$ cat src/hw/dtc_map.vh
`ifndef DTC_MAP_VH
`define DTC_MAP_VH
// Register word offsets on the Avalon-MM slave, compared with byte address bits [5:2]
`define DTC_OFS_CTRL 4'h0
`define DTC_OFS_MODE 4'h1
`define DTC_OFS_CLKSEL 4'h2
`define DTC_OFS_EXTCFG 4'h3
`define DTC_OFS_IRQEN 4'h4
`define DTC_OFS_A_LO 4'h5
`define DTC_OFS_A_HI 4'h6
`define DTC_OFS_B_LO 4'h7
`define DTC_OFS_B_HI 4'h8
// Control register fields
`define DTC_CTRL_RUN_A 4
`define DTC_CTRL_FLAG_A 5
`define DTC_CTRL_RUN_B 6
`define DTC_CTRL_FLAG_B 7
// Mode register fields (timer a in [3:0], timer b in [7:4])
`define DTC_MODE_B_BASE 4
`define DTC_MODE_CT 2
`define DTC_MODE_GATE 3
// Clock select fields
`define DTC_CLK_SYS_A 3
`define DTC_CLK_SYS_B 4
// Gate polarity and interrupt enable fields
`define DTC_POL_A 3
`define DTC_POL_B 7
`define DTC_IE_A 1
`define DTC_IE_B 3
// Mode codes
`define DTC_MODE_13 2'h0
`define DTC_MODE_16 2'h1
`define DTC_MODE_RELOAD 2'h2
`define DTC_MODE_OFF 2'h3
// Reset values
`define DTC_RST_BYTE 8'h00
// Prescale divisors
`define DTC_DIV_12 6'h0c
`define DTC_DIV_4 6'h04
`define DTC_DIV_48 6'h30
`define DTC_DIV_EXT 6'h08
`endif

$ cat src/hw/dtc_timer.v
// The Avalon-MM interface to the registers and the register offsets were decided locally.
`timescale 1ns/1ns
`include "dtc_map.vh"
module dtc_timer (
  input wire clk, // System clock, 20 MHz
  input wire rst, // Synchronous reset, active high
  input wire [5:0] avs_address, // Byte address
  input wire avs_read, // Read request
  input wire avs_write, // Write request
  input wire [31:0] avs_writedata, // Write data
  input wire [3:0] avs_byteenable, // Byte enables
  output reg [31:0] avs_readdata, // Read data
  output reg avs_waitrequest, // Stall until answer
  input wire count_pin_a, // External count pin, timer a
  input wire count_pin_b, // External count pin, timer b
  input wire gate_input_a, // Gate input, timer a
  input wire gate_input_b, // Gate input, timer b
  input wire external_clock_source, // External clock for prescaler
  input wire irq_vector_a, // Pulse: processor vectors to timer a
  input wire irq_vector_b, // Pulse: processor vectors to timer b
  output reg irq_a, // Interrupt request, timer a
  output reg irq_b // Interrupt request, timer b
);
  // Software-visible configuration
  reg timer_a_run_bit_q;
  reg timer_b_run_bit_q;
  reg timer_a_overflow_flag_q;
  reg timer_b_overflow_flag_q;
  reg [7:0] timer_mode_config_q;
  reg [7:0] clock_select_config_q;
  reg gate_a_polarity_q;
  reg gate_b_polarity_q;
  reg timer_a_irq_enable_q;
  reg timer_b_irq_enable_q;

  // Count pin samples for edge detection, gate pin samples for level checks
  reg pin_a_q;
  reg pin_a_prev_q;
  reg pin_b_q;
  reg pin_b_prev_q;
  reg gate_a_q;
  reg gate_b_q;

  // Bus decode
  wire [3:0] word_idx;
  wire acc;
  wire wr_acc;
  wire wr_b0;
  wire [7:0] wbyte;
  reg [7:0] rd_d;

  // Timer data paths
  wire [1:0] prescale_field;
  wire presc_tick;
  wire [3:0] cfg_a;
  wire [3:0] cfg_b;
  wire fall_a;
  wire fall_b;
  wire gate_ok_a;
  wire gate_ok_b;
  wire src_a;
  wire src_b;
  wire inc_a;
  wire inc_b;
  wire [7:0] a_lo;
  wire [7:0] a_hi;
  wire [7:0] b_lo;
  wire [7:0] b_hi;
  wire ovf_a;
  wire ovf_b;
  wire wr_ctrl;

  assign word_idx = avs_address[5:2];
  assign acc = (avs_read | avs_write) & ~avs_waitrequest;
  assign wr_acc = avs_write & ~avs_waitrequest;
  assign wr_b0 = wr_acc & avs_byteenable[0];
  assign wbyte = avs_writedata[7:0];
  assign wr_ctrl = wr_b0 && (word_idx == `DTC_OFS_CTRL);

  assign prescale_field = clock_select_config_q[1:0];
  assign cfg_a = timer_mode_config_q[3:0];
  assign cfg_b = timer_mode_config_q[`DTC_MODE_B_BASE + 3:`DTC_MODE_B_BASE];

  // Sample pins once per system clock
  always @(posedge clk) begin
    if (rst) begin
      pin_a_q <= 1'b1;
      pin_a_prev_q <= 1'b1;
      pin_b_q <= 1'b1;
      pin_b_prev_q <= 1'b1;
      gate_a_q <= 1'b0;
      gate_b_q <= 1'b0;
    end else begin
      pin_a_q <= count_pin_a;
      pin_a_prev_q <= pin_a_q;
      pin_b_q <= count_pin_b;
      pin_b_prev_q <= pin_b_q;
      gate_a_q <= gate_input_a;
      gate_b_q <= gate_input_b;
    end
  end

  // High-to-low transition seen between two samples
  assign fall_a = pin_a_prev_q & ~pin_a_q;
  assign fall_b = pin_b_prev_q & ~pin_b_q;

  // Gate input active at its programmed polarity
  assign gate_ok_a = ~cfg_a[`DTC_MODE_GATE] |
    (gate_a_q == gate_a_polarity_q);
  assign gate_ok_b = ~cfg_b[`DTC_MODE_GATE] |
    (gate_b_q == gate_b_polarity_q);

  // Timebase choice: pin edge, system clock, or prescaled tick
  assign src_a = cfg_a[`DTC_MODE_CT] ? fall_a :
    (clock_select_config_q[`DTC_CLK_SYS_A] ? 1'b1 : presc_tick);
  assign src_b = cfg_b[`DTC_MODE_CT] ? fall_b :
    (clock_select_config_q[`DTC_CLK_SYS_B] ? 1'b1 : presc_tick);

  // Run alone never clears the count; it only enables stepping
  assign inc_a = timer_a_run_bit_q & gate_ok_a & src_a;
  assign inc_b = timer_b_run_bit_q & gate_ok_b & src_b;

  // Shared prescaler feeding both timers
  dtc_prescale u_presc (
    .clk(clk),
    .rst(rst),
    .sel(prescale_field),
    .ext_clk(external_clock_source),
    .tick_q(presc_tick)
  );

  // Timer a count
  dtc_counter u_cnt_a (
    .clk(clk),
    .rst(rst),
    .inc(inc_a),
    .mode(cfg_a[1:0]),
    .wr_lo(wr_b0 && (word_idx == `DTC_OFS_A_LO)),
    .wr_hi(wr_b0 && (word_idx == `DTC_OFS_A_HI)),
    .wdata(wbyte),
    .lo_q(a_lo),
    .hi_q(a_hi),
    .ovf_q(ovf_a)
  );

  // Timer b count
  dtc_counter u_cnt_b (
    .clk(clk),
    .rst(rst),
    .inc(inc_b),
    .mode(cfg_b[1:0]),
    .wr_lo(wr_b0 && (word_idx == `DTC_OFS_B_LO)),
    .wr_hi(wr_b0 && (word_idx == `DTC_OFS_B_HI)),
    .wdata(wbyte),
    .lo_q(b_lo),
    .hi_q(b_hi),
    .ovf_q(ovf_b)
  );

  // Configuration registers written by software
  always @(posedge clk) begin
    if (rst) begin
      timer_a_run_bit_q <= 1'b0;
      timer_b_run_bit_q <= 1'b0;
      timer_mode_config_q <= `DTC_RST_BYTE;
      clock_select_config_q <= `DTC_RST_BYTE;
      gate_a_polarity_q <= 1'b0;
      gate_b_polarity_q <= 1'b0;
      timer_a_irq_enable_q <= 1'b0;
      timer_b_irq_enable_q <= 1'b0;
    end else if (wr_b0) begin
      case (word_idx)
        `DTC_OFS_CTRL: begin
          timer_a_run_bit_q <= wbyte[`DTC_CTRL_RUN_A];
          timer_b_run_bit_q <= wbyte[`DTC_CTRL_RUN_B];
        end
        `DTC_OFS_MODE: begin
          timer_mode_config_q <= wbyte;
        end
        `DTC_OFS_CLKSEL: begin
          clock_select_config_q <= {3'h0, wbyte[4:3], 1'b0, wbyte[1:0]};
        end
        `DTC_OFS_EXTCFG: begin
          gate_a_polarity_q <= wbyte[`DTC_POL_A];
          gate_b_polarity_q <= wbyte[`DTC_POL_B];
        end
        `DTC_OFS_IRQEN: begin
          timer_a_irq_enable_q <= wbyte[`DTC_IE_A];
          timer_b_irq_enable_q <= wbyte[`DTC_IE_B];
        end
        default: begin
          timer_a_run_bit_q <= timer_a_run_bit_q;
        end
      endcase
    end
  end

  // Overflow flags: set beats software clear and vector clear
  always @(posedge clk) begin
    if (rst) begin
      timer_a_overflow_flag_q <= 1'b0;
      timer_b_overflow_flag_q <= 1'b0;
    end else begin
      if (ovf_a) begin
        timer_a_overflow_flag_q <= 1'b1;
      end else if (irq_vector_a) begin
        timer_a_overflow_flag_q <= 1'b0;
      end else if (wr_ctrl) begin
        timer_a_overflow_flag_q <= wbyte[`DTC_CTRL_FLAG_A];
      end
      if (ovf_b) begin
        timer_b_overflow_flag_q <= 1'b1;
      end else if (irq_vector_b) begin
        timer_b_overflow_flag_q <= 1'b0;
      end else if (wr_ctrl) begin
        timer_b_overflow_flag_q <= wbyte[`DTC_CTRL_FLAG_B];
      end
    end
  end

  // Interrupt requests follow flag and enable
  always @(posedge clk) begin
    if (rst) begin
      irq_a <= 1'b0;
      irq_b <= 1'b0;
    end else begin
      irq_a <= timer_a_overflow_flag_q & timer_a_irq_enable_q;
      irq_b <= timer_b_overflow_flag_q & timer_b_irq_enable_q;
    end
  end

  // Read mux; unmapped words read as zero
  always @* begin
    case (word_idx)
      `DTC_OFS_CTRL: rd_d = {timer_b_overflow_flag_q, timer_b_run_bit_q,
        timer_a_overflow_flag_q, timer_a_run_bit_q, 4'h0};
      `DTC_OFS_MODE: rd_d = timer_mode_config_q;
      `DTC_OFS_CLKSEL: rd_d = clock_select_config_q;
      `DTC_OFS_EXTCFG: rd_d = {gate_b_polarity_q, 3'h0, gate_a_polarity_q, 3'h0};
      `DTC_OFS_IRQEN: rd_d = {4'h0, timer_b_irq_enable_q, 1'b0,
        timer_a_irq_enable_q, 1'b0};
      `DTC_OFS_A_LO: rd_d = a_lo;
      `DTC_OFS_A_HI: rd_d = a_hi;
      `DTC_OFS_B_LO: rd_d = b_lo;
      `DTC_OFS_B_HI: rd_d = b_hi;
      default: rd_d = 8'h00;
    endcase
  end

  // One wait state: drop waitrequest with data, then complete
  always @(posedge clk) begin
    if (rst) begin
      avs_waitrequest <= 1'b1;
      avs_readdata <= 32'h00000000;
    end else if (acc) begin
      avs_waitrequest <= 1'b1;
    end else if (avs_read | avs_write) begin
      avs_waitrequest <= 1'b0;
      // Read data hold until the next read answer, writes leave them alone
      if (avs_read) begin
        avs_readdata <= {24'h000000, rd_d};
      end
    end else begin
      avs_waitrequest <= 1'b1;
    end
  end
endmodule // dtc_timer

$ cat src/hw/dtc_prescale.v
`timescale 1ns/1ns
`include "dtc_map.vh"
module dtc_prescale (
  input wire clk, // System clock
  input wire rst, // Synchronous reset, active high
  input wire [1:0] sel, // Prescale field
  input wire ext_clk, // External clock source, synchronous samples
  output reg tick_q // One-cycle prescaled tick
);
  reg [5:0] div_q;
  reg ext_q;
  reg ext_prev_q;
  wire ext_rise;
  reg [5:0] limit;
  wire step;

  // Divisor for each prescale code
  always @* begin
    case (sel)
      2'h0: limit = `DTC_DIV_12;
      2'h1: limit = `DTC_DIV_4;
      2'h2: limit = `DTC_DIV_48;
      default: limit = `DTC_DIV_EXT;
    endcase
  end

  assign ext_rise = ext_q & ~ext_prev_q;
  assign step = (sel == 2'h3) ? ext_rise : 1'b1;

  // Divider counts system cycles or external rising edges
  always @(posedge clk) begin
    if (rst) begin
      div_q <= 6'h00;
      ext_q <= 1'b0;
      ext_prev_q <= 1'b0;
      tick_q <= 1'b0;
    end else begin
      ext_q <= ext_clk;
      ext_prev_q <= ext_q;
      tick_q <= 1'b0;
      if (step) begin
        if (div_q >= limit - 6'h01) begin
          div_q <= 6'h00;
          tick_q <= 1'b1;
        end else begin
          div_q <= div_q + 6'h01;
        end
      end
    end
  end
endmodule // dtc_prescale

$ cat src/hw/dtc_counter.v
`timescale 1ns/1ns
`include "dtc_map.vh"
module dtc_counter (
  input wire clk, // System clock
  input wire rst, // Synchronous reset, active high
  input wire inc, // Count one step this cycle
  input wire [1:0] mode, // Mode field
  input wire wr_lo, // Software write of low byte
  input wire wr_hi, // Software write of high byte
  input wire [7:0] wdata, // Write data
  output reg [7:0] lo_q, // Low count byte
  output reg [7:0] hi_q, // High count byte
  output reg ovf_q // One-cycle overflow pulse
);
  wire [12:0] c13;
  wire [15:0] c16;
  assign c13 = {hi_q, lo_q[4:0]};
  assign c16 = {hi_q, lo_q};

  // Count update; a write wins over an increment in the same cycle
  always @(posedge clk) begin
    if (rst) begin
      lo_q <= `DTC_RST_BYTE;
      hi_q <= `DTC_RST_BYTE;
      ovf_q <= 1'b0;
    end else begin
      ovf_q <= 1'b0;
      if (wr_lo || wr_hi) begin
        if (wr_lo) lo_q <= wdata;
        if (wr_hi) hi_q <= wdata;
      end else if (inc) begin
        case (mode)
          `DTC_MODE_13: begin
            // Upper three low-byte bits are left untouched
            {hi_q, lo_q[4:0]} <= c13 + 13'h0001;
            ovf_q <= &c13;
          end
          `DTC_MODE_16: begin
            {hi_q, lo_q} <= c16 + 16'h0001;
            ovf_q <= &c16;
          end
          `DTC_MODE_RELOAD: begin
            lo_q <= (&lo_q) ? hi_q : lo_q + 8'h01;
            ovf_q <= &lo_q;
          end
          default: begin
            ovf_q <= 1'b0;
          end
        endcase
      end
    end
  end
endmodule // dtc_counter

$ cat config.mk
export PLATFORM = sky130hd
export DESIGN_NAME = dtc_timer
export DESIGN_NICKNAME = d
export VERILOG_FILES = /design/src/hw/dtc_timer.v /design/src/hw/dtc_prescale.v /design/src/hw/dtc_counter.v
export VERILOG_INCLUDE_DIRS = /design/src /design/src/hw
export SDC_FILE = /design/constraint.sdc
export NUM_CORES = 1
export LEC_CHECK = 0
export BUFFER_PORTS_ARGS = -buffer_cell sky130_fd_sc_hd__buf_2
export CORE_MARGIN = 5
export CORE_UTILIZATION = 63
export CTS_BUF_LIST = sky130_fd_sc_hd__clkbuf_8
export DETAILED_ROUTE_END_ITERATION = 8
export PLACE_DENSITY = 0.89
export REMOVE_ABC_BUFFERS = 1
export SLEW_MARGIN = 10
export SYNTH_ARGS = -nofsm -noshare
export SYNTH_HDL_FRONTEND = slang
export SYNTH_SLANG_ARGS = --single-unit
$ cat constraint.sdc
create_clock -name clk -period 5.45 [get_ports clk]
set_input_delay 1.09 -clock clk [delete_from_list [all_inputs] [get_ports clk]]
set_output_delay 1.09 -clock clk [all_outputs]
set_load 0.01 [all_outputs]
# --- Word-level counts from Yosys, hierarchy flattened ---
# Cells that the tools add are included.
classes:
  n_lt_le_gt_ge: 1
  n_eq_ne: 21
  muxes: 38
  bitwise: 25
  n_reduce_logical: 43
  add_sub_neg: 8
op_table:
  columns: ["cell", "n"]
  rows:
  - ["two-way mux 8 bit", 14]
  - ["case mux 8 bit (9 select lines)", 1]
  - ["adder 16 x 1 -> 16 bit, second input constant", 2]
  - ["case mux 8 bit (2 select lines)", 2]
  - ["AND reduction 16 bit", 2]
  - ["case mux 5 bit (3 select lines)", 2]
  - ["adder 13 x 1 -> 13 bit, second input constant", 2]
  - ["AND reduction 13 bit", 2]
  - ["AND reduction 3 bit", 7]
  - ["case mux 6 bit (3 select lines)", 1]
  - ["nonzero test 3 bit", 6]
  - ["adder 8 x 1 -> 8 bit, second input constant", 2]
  - ["equality test 4 x 3 -> 1 bit, second input constant", 4]
  - ["AND reduction 8 bit", 2]
  - ["two-way mux 1 bit", 13]
  - ["AND 1 bit", 12]
  - ["case mux 3 bit (2 select lines)", 2]
  - ["NOT 1 bit", 10]
  - ["AND reduction 2 bit", 5]
  - ["equality test 2 bit, second input constant", 4]
  - ["equality test 4 x 2 -> 1 bit, second input constant", 2]
  - ["inequality test 2 x 1 -> 1 bit, second input constant", 4]
  - ["nonzero test 4 bit", 2]
  - ["adder 6 x 1 -> 6 bit, second input constant", 1]
  - ["other kinds (16)", 32]
word_totals:
  out_inout_bits: 35
  elab_cells: 168
  register_bits: 80
  inputBits: 53

# --- Logic depth before layout (Yosys ltp) ---
logic_depth:
  ltp_word: 7
  depth_mapped: 8
  ltp_nobuf: 7

# --- By module ---
# From an unflattened synthesis, not the netlist that was laid out.
hier_totals:
  hier_cells: 632
  hier_area_um2: 5326.4
by_module_without_submodules:
  columns: ["mod", "cells_per_inst", "area_per_inst_um2", "seq_area_each_um2", "instances"]
  rows:
  - ["dtc_timer", 235, 2165.8, 740.7, 1]
  - ["dtc_counter (u_cnt_b)", 181, 1357.6, 340.3, 1]
  - ["dtc_counter (u_cnt_a)", 168, 1307.5, 340.3, 1]
  - ["dtc_prescale", 48, 495.5, 180.2, 1]

# --- Least setup slack after synthesis ---
# No wires, ideal clock.
synth_timing:
  path_type: "input-to-reg"
  startpoint: "in avs_address[2]"
  endpoint: "reg u_cnt_b.hi_q[0]"
  arrival_ps: 2532
  path_buffers: 2
  required_ps: 5333
  setup_time_ps: 117
  path_stages: 7
  setup_slack_ps: 2801
  cell_sequence: "buf_2 -> and4b_1 -> buf_2 -> and2_4 -> o31ai_4 -> o21ai_0 -> a32o_1"
synth_between:
  elab_chain_len: 5
  word_cells_on_any_way: 10
  classes_between: "eq/ne (3); mux (1); reduce/logical (6)"
synth_rtl:
  columns: ["item", "line", "rtl"]
  rows:
  - ["start: declaration", "dtc_timer.v:7", "input wire [5:0] avs_address,"]
  - ["equality test 4 x 3 -> 1 bit / equality test 4 bit (equally long branches)", null, null]
  - ["logical AND 1 bit (on tied branches)", "dtc_timer.v:152, dtc_timer.v:153", null]
  - ["logical OR 1 bit", "dtc_counter.v:28", "if (wr_lo || wr_hi) begin"]
  - ["inequality test 2 x 1 -> 1 bit (no line), or another cell as far along", null, null]
  - ["AND reduction 3 bit (no line)", null, null]
  - ["end signal: assignment", "dtc_counter.v:30", "if (wr_hi) hi_q <= wdata;"]
  - ["end signal: assignment", "dtc_counter.v:35", "{hi_q, lo_q[4:0]} <= c13 + 13'h0001;"]
  - ["end signal: assignment", "dtc_counter.v:39", "{hi_q, lo_q} <= c16 + 16'h0001;"]
  - ["end: declaration", "dtc_counter.v:12", "output reg [7:0] hi_q,"]
# Parallel ways exist; a longest one is shown, timed or not.
# A chain may end at the register's enable or synchronous reset.

# --- Final worst setup path ---
layout_timing:
  startpoint: "in avs_address[3]"
  endpoint: "reg u_cnt_a.hi_q[5]"
layout_between:
  elab_chain_len: 5
  word_cells_on_any_way: 10
  classes_between: "eq/ne (3); mux (1); reduce/logical (6)"
layout_rtl:
  columns: ["item", "line"]
  rows:
  - ["equality test 4 x 3 -> 1 bit", null]
  - ["logical AND 1 bit (on tied branches)", "dtc_timer.v:138, dtc_timer.v:139"]
  - ["logical OR 1 bit", "dtc_counter.v:28"]
  - ["inequality test 2 x 1 -> 1 bit (no line), or another cell as far along", null]
  - ["AND reduction 3 bit (no line)", null]
  - ["end signal: assignment", "dtc_counter.v:30"]
  - ["end signal: assignment", "dtc_counter.v:35"]
  - ["end signal: assignment", "dtc_counter.v:39"]
  - ["end: declaration", "dtc_counter.v:12"]
# Parallel ways exist; a longest one is shown, timed or not.

==> impl_metrics.json <==
{
  "status": "complete, no violations",
  "multi_input_comb_area_mm2": 0.003089,
  "finalNetCount": 694,
  "ant_nets": 0,
  "core_area_mm2": 0.007727,
  "min_path_cells": 1,
  "async_flop_share_pct": 0,
  "vdd_drop_max_v": 0.0001637,
  "p_total_mw": 1.184,
  "wl_mm": 14.27,
  "fillers": 601,
  "timing.fmax_mhz": 336.7,
  "grt.total_usage_pct": 28.57,
  "routedWlPerCell_um": 19.52,
  "ys.flop_type": "dfxtp_1",
  "crit_chain": "buf_2 -> and4bb_2 -> o21ai_2 -> o21ai_0 -> a31o_2 -> a221oi_1",
  "hp-start": "u_cnt_a.ovf_q",
  "power.leakage_nw": 2.094,
  "totalNegativeSetupSlack_ps": 0,
  "synth-edff-count": 0,
  "critPathLaunchType": "input pin",
  "htree_levels": 3,
  "grt_overflow": 0,
  "cts_max_path_buffers": 2,
  "finalCriticalPeriod_ps": 2970,
  "die-area_mm2": 0.009849,
  "cts_hold_buf": 0,
  "drtIter0Drc": 547,
  "setup_viol_count_final": 0,
  "io_pins": 88,
  "crit_fanout": 22,
  "vias": 4960,
  "final_hold_viol_count": 0,
  "grt_pass1_wl_mm": 22.77,
  "synth_compound_area_share_pct": 26.83,
  "r2r-end": "u_cnt_b.hi_q[2]",
  "min_path_type": "register to register",
  "chipWidth_um": 99.24,
  "cp_slowest_cell": "o21ai_2",
  "crit_required_ps": 5700,
  "pwr-share-seq_pct": 50.2,
  "r2r-start": "avs_waitrequest",
  "yosys_warnings": 0,
  "synthXorXnorAreaFrac_pct": 2.269,
  "synthSimpleGateAreaFrac_pct": 22.49,
  "synth_top_family_by_area": "compound AO/OA/AOI/OAI gates",
  "final_cell_area_mm2": 0.005341,
  "synth_seq_area_share_pct": 31.92,
  "internal_power_uw": 886.3,
  "endpoint_kind": "register",
  "antenna_cells": 0,
  "antenna_found_initial": 0,
  "cp.arrival_ps": 3220,
  "power_switching_share_pct": 25.17,
  "syn_to_final_growth_pct": 6.459,
  "slew-limit-headroom_pct": 39.75,
  "muxShareOfSynthArea_pct": 3.865,
  "whs_endpoint": "timer_a_overflow_flag_q",
  "synth_area_per_cell_um2": 8.279,
  "powerDensity_mw_per_mm2": 221.7,
  "critPathKind": "input pin to register",
  "slowest_delay_ps": 690,
  "cts_buffers": 9,
  "register_area_mm2": 0.001602,
  "tightest_slew_ps": 903.8,
  "grt_pass1_vias": 4605,
  "cts_tree": "yes",
  "portBuffers": 34,
  "dpl_cell_area_mm2": 0.005112,
  "insertion_delay_ps": 360,
  "place_congestion": 0.9612,
  "clockPowerShare_pct": 42.9,
  "synthDistinctLibCells": 70,
  "post_cts_buffers": 0,
  "syn_area_mm2": 0.005017,
  "floorplan.initialDensity_pct": 64.93,
  "finalMaxSlewViolations": 0,
  "drive_gt1_share_pct": 12.24,
  "die_h_um": 99.24,
  "root_buffer": "clkbuf_8",
  "synth_fa_ha_area_share_pct": 4.239,
  "detail_route.first_pass.iterations": 6,
  "cts_resized": 0,
  "p_sw_uw": 298.1,
  "path_clk_slew_ps": 90,
  "via_per_inst": 6.785,
  "ys_ff_latch": 80,
  "netlist_instances": 606,
  "clock_skew_ps": 13.92,
  "comb_power_share_pct": 6.8,
  "post-route-period-util_pct": 54.49,
  "grt_max_degree": 33,
  "maxCapViolCount": 0,
  "hpwl_mm": 10.27,
  "drcViolationCount": 0,
  "rows": 32,
  "rsz0062_at_grt": "false",
  "r2r_slack_ps": 2900,
  "cts.sinks": 80,
  "r2r_cells": 5
}
-- worst max path at each step --
stage	slack, ps	depth (start not counted)	from	endpoint
after floorplan	2450	5	avs_address[4]	u_cnt_a.lo_q[6]
after global placement	2250	6	avs_write	u_cnt_b.hi_q[2]
after detailed placement	2180	6	avs_address[3]	u_cnt_a.hi_q[3]
after CTS	2540	6	avs_address[3]	u_cnt_a.hi_q[5]
after global routing	2300	6	avs_address[3]	u_cnt_a.hi_q[3]
final	2480	6	avs_address[3]	u_cnt_a.hi_q[5]
-- final cells by class --
class	count	area share [%]
Multi-Input combinational cell	469	57.84
Sequential cell	80	29.98
Clock inverter	6	1.710
Timing Repair Buffer	37	3.607
Inverter	27	1.897
Tap cell	102	2.389
Clock buffer	10	2.577
-- registers in the layout (all words and copies together), names as in the netlist, 4 cells and up --
| signal | count |
|---|---|
| avs_readdata | 8 |
| clock_select_config_q | 4 |
| timer_mode_config_q | 8 |
| u_cnt_a.hi_q | 8 |
| u_cnt_a.lo_q | 8 |
| u_cnt_b.hi_q | 8 |
| u_cnt_b.lo_q | 8 |
| u_presc.div_q | 6 |
-- synth_stat cells (6+ instances only) --
library cell,number,share of area [%]
a221oi_1,13,2.3
or2_2,8,1.0
clkbuf_1,11,0.82
a21o_1,8,1.2
nand4_1,7,0.87
and3_1,15,1.9
nor2_1,55,4.1
a211oi_1,9,1.3
ha_1,17,4.2
nor2b_1,6,0.75
xor2_1,8,1.4
or3_1,6,0.75
nand3_1,24,2.4
o21ai_0,21,2.1
a22oi_1,16,2.4
inv_1,26,1.9
dfxtp_1,80,32
a32o_1,8,1.6
o32ai_1,8,1.4
a21oi_1,22,2.2
a31oi_1,6,0.75
and2_1,10,1.2
nand2b_1,6,0.75
nor3_1,9,0.90
nand2_1,50,3.7
buf_4,26,3.9
buf_2,12,1.2
mux2i_1,16,3.2
-- power by group through the flow --
| stage | clock network, mW | registers [mW] | logic (mW) |
|---|---|---|---|
| after floorplan | 0 | 0.607 | 0.0380 |
| after global placement | 0 | 0.608 | 0.0755 |
| after detailed placement | 0 | 0.608 | 0.0777 |
| after CTS | 0.510 | 0.595 | 0.0780 |
| after global routing | 0.540 | 0.596 | 0.0871 |
| final | 0.509 | 0.595 | 0.0811 |
-- stage by stage --
stage / cells / util [%] / hold WS, ps / worst slack [ps]
finish: 731 / 69.12 / 433.4 / 2480
CTS: 731 / 69.12 / 435.8 / 2539
detailed placement: 715 / 66.16 / 419.8 / 2175
global route: 731 / 69.12 / 462.7 / 2297
global placement: 715 / 66.16 / 417.3 / 2249
floorplan: 576 / - / 407.3 / 2451
-- critical path: cells and delay by family --
family / cells / cell delay (ps)
AO/OA/AOI/OAI: 4 / 1400
AND/OR/NAND/NOR: 1 / 380
buffers and inverters: 1 / 340
-- placed cells by master (no fill, tap or decap), types with 5 or more instances in the layout --
cell type / netlist / layout
a211o_1: 5 / 5
a211oi_1: 9 / 9
a21o_1: 8 / 8
a21oi_1: 22 / 22
a221o_1: 5 / 5
a221oi_1: 13 / 13
a22oi_1: 16 / 16
a31oi_1: 6 / 6
a32o_1: 8 / 8
and2_1: 10 / 10
and3_1: 15 / 15
buf_2: 12 / 34
clkbuf_8: 0 / 10
conb_1: 2 / 25
dfxtp_1: 80 / 80
ha_1: 17 / 17
inv_1: 26 / 26
mux2i_1: 16 / 16
nand2_1: 50 / 50
nand2b_1: 6 / 6
nand3_1: 24 / 24
nand4_1: 7 / 7
nor2_1: 55 / 55
nor2b_1: 6 / 6
nor3_1: 9 / 9
o211ai_1: 5 / 5
o21a_1: 5 / 5
o21ai_0: 21 / 21
o32ai_1: 8 / 8
or2_2: 8 / 8
or3_1: 6 / 6
xnor2_1: 5 / 5
xor2_1: 8 / 8
-- metal layers --
metal | GRT usage (%) | wire length (um)
met4 | 15.44 | 673
met2 | 45.30 | 6593
met1 | 36.60 | 5579
met3 | 5.540 | 1419
met5 | 0 | 0
-- cells by family after synthesis --
kind of cell | Yosys count
multiplexers | 19
XOR/XNOR | 13
other | 2
adder cells (fa/ha/maj) | 17
AND/OR/NAND/NOR | 218
buffers and inverters | 80
AO/OA/AOI/OAI | 177
flip-flops | 80
Power figures use the tool's default switching activity.
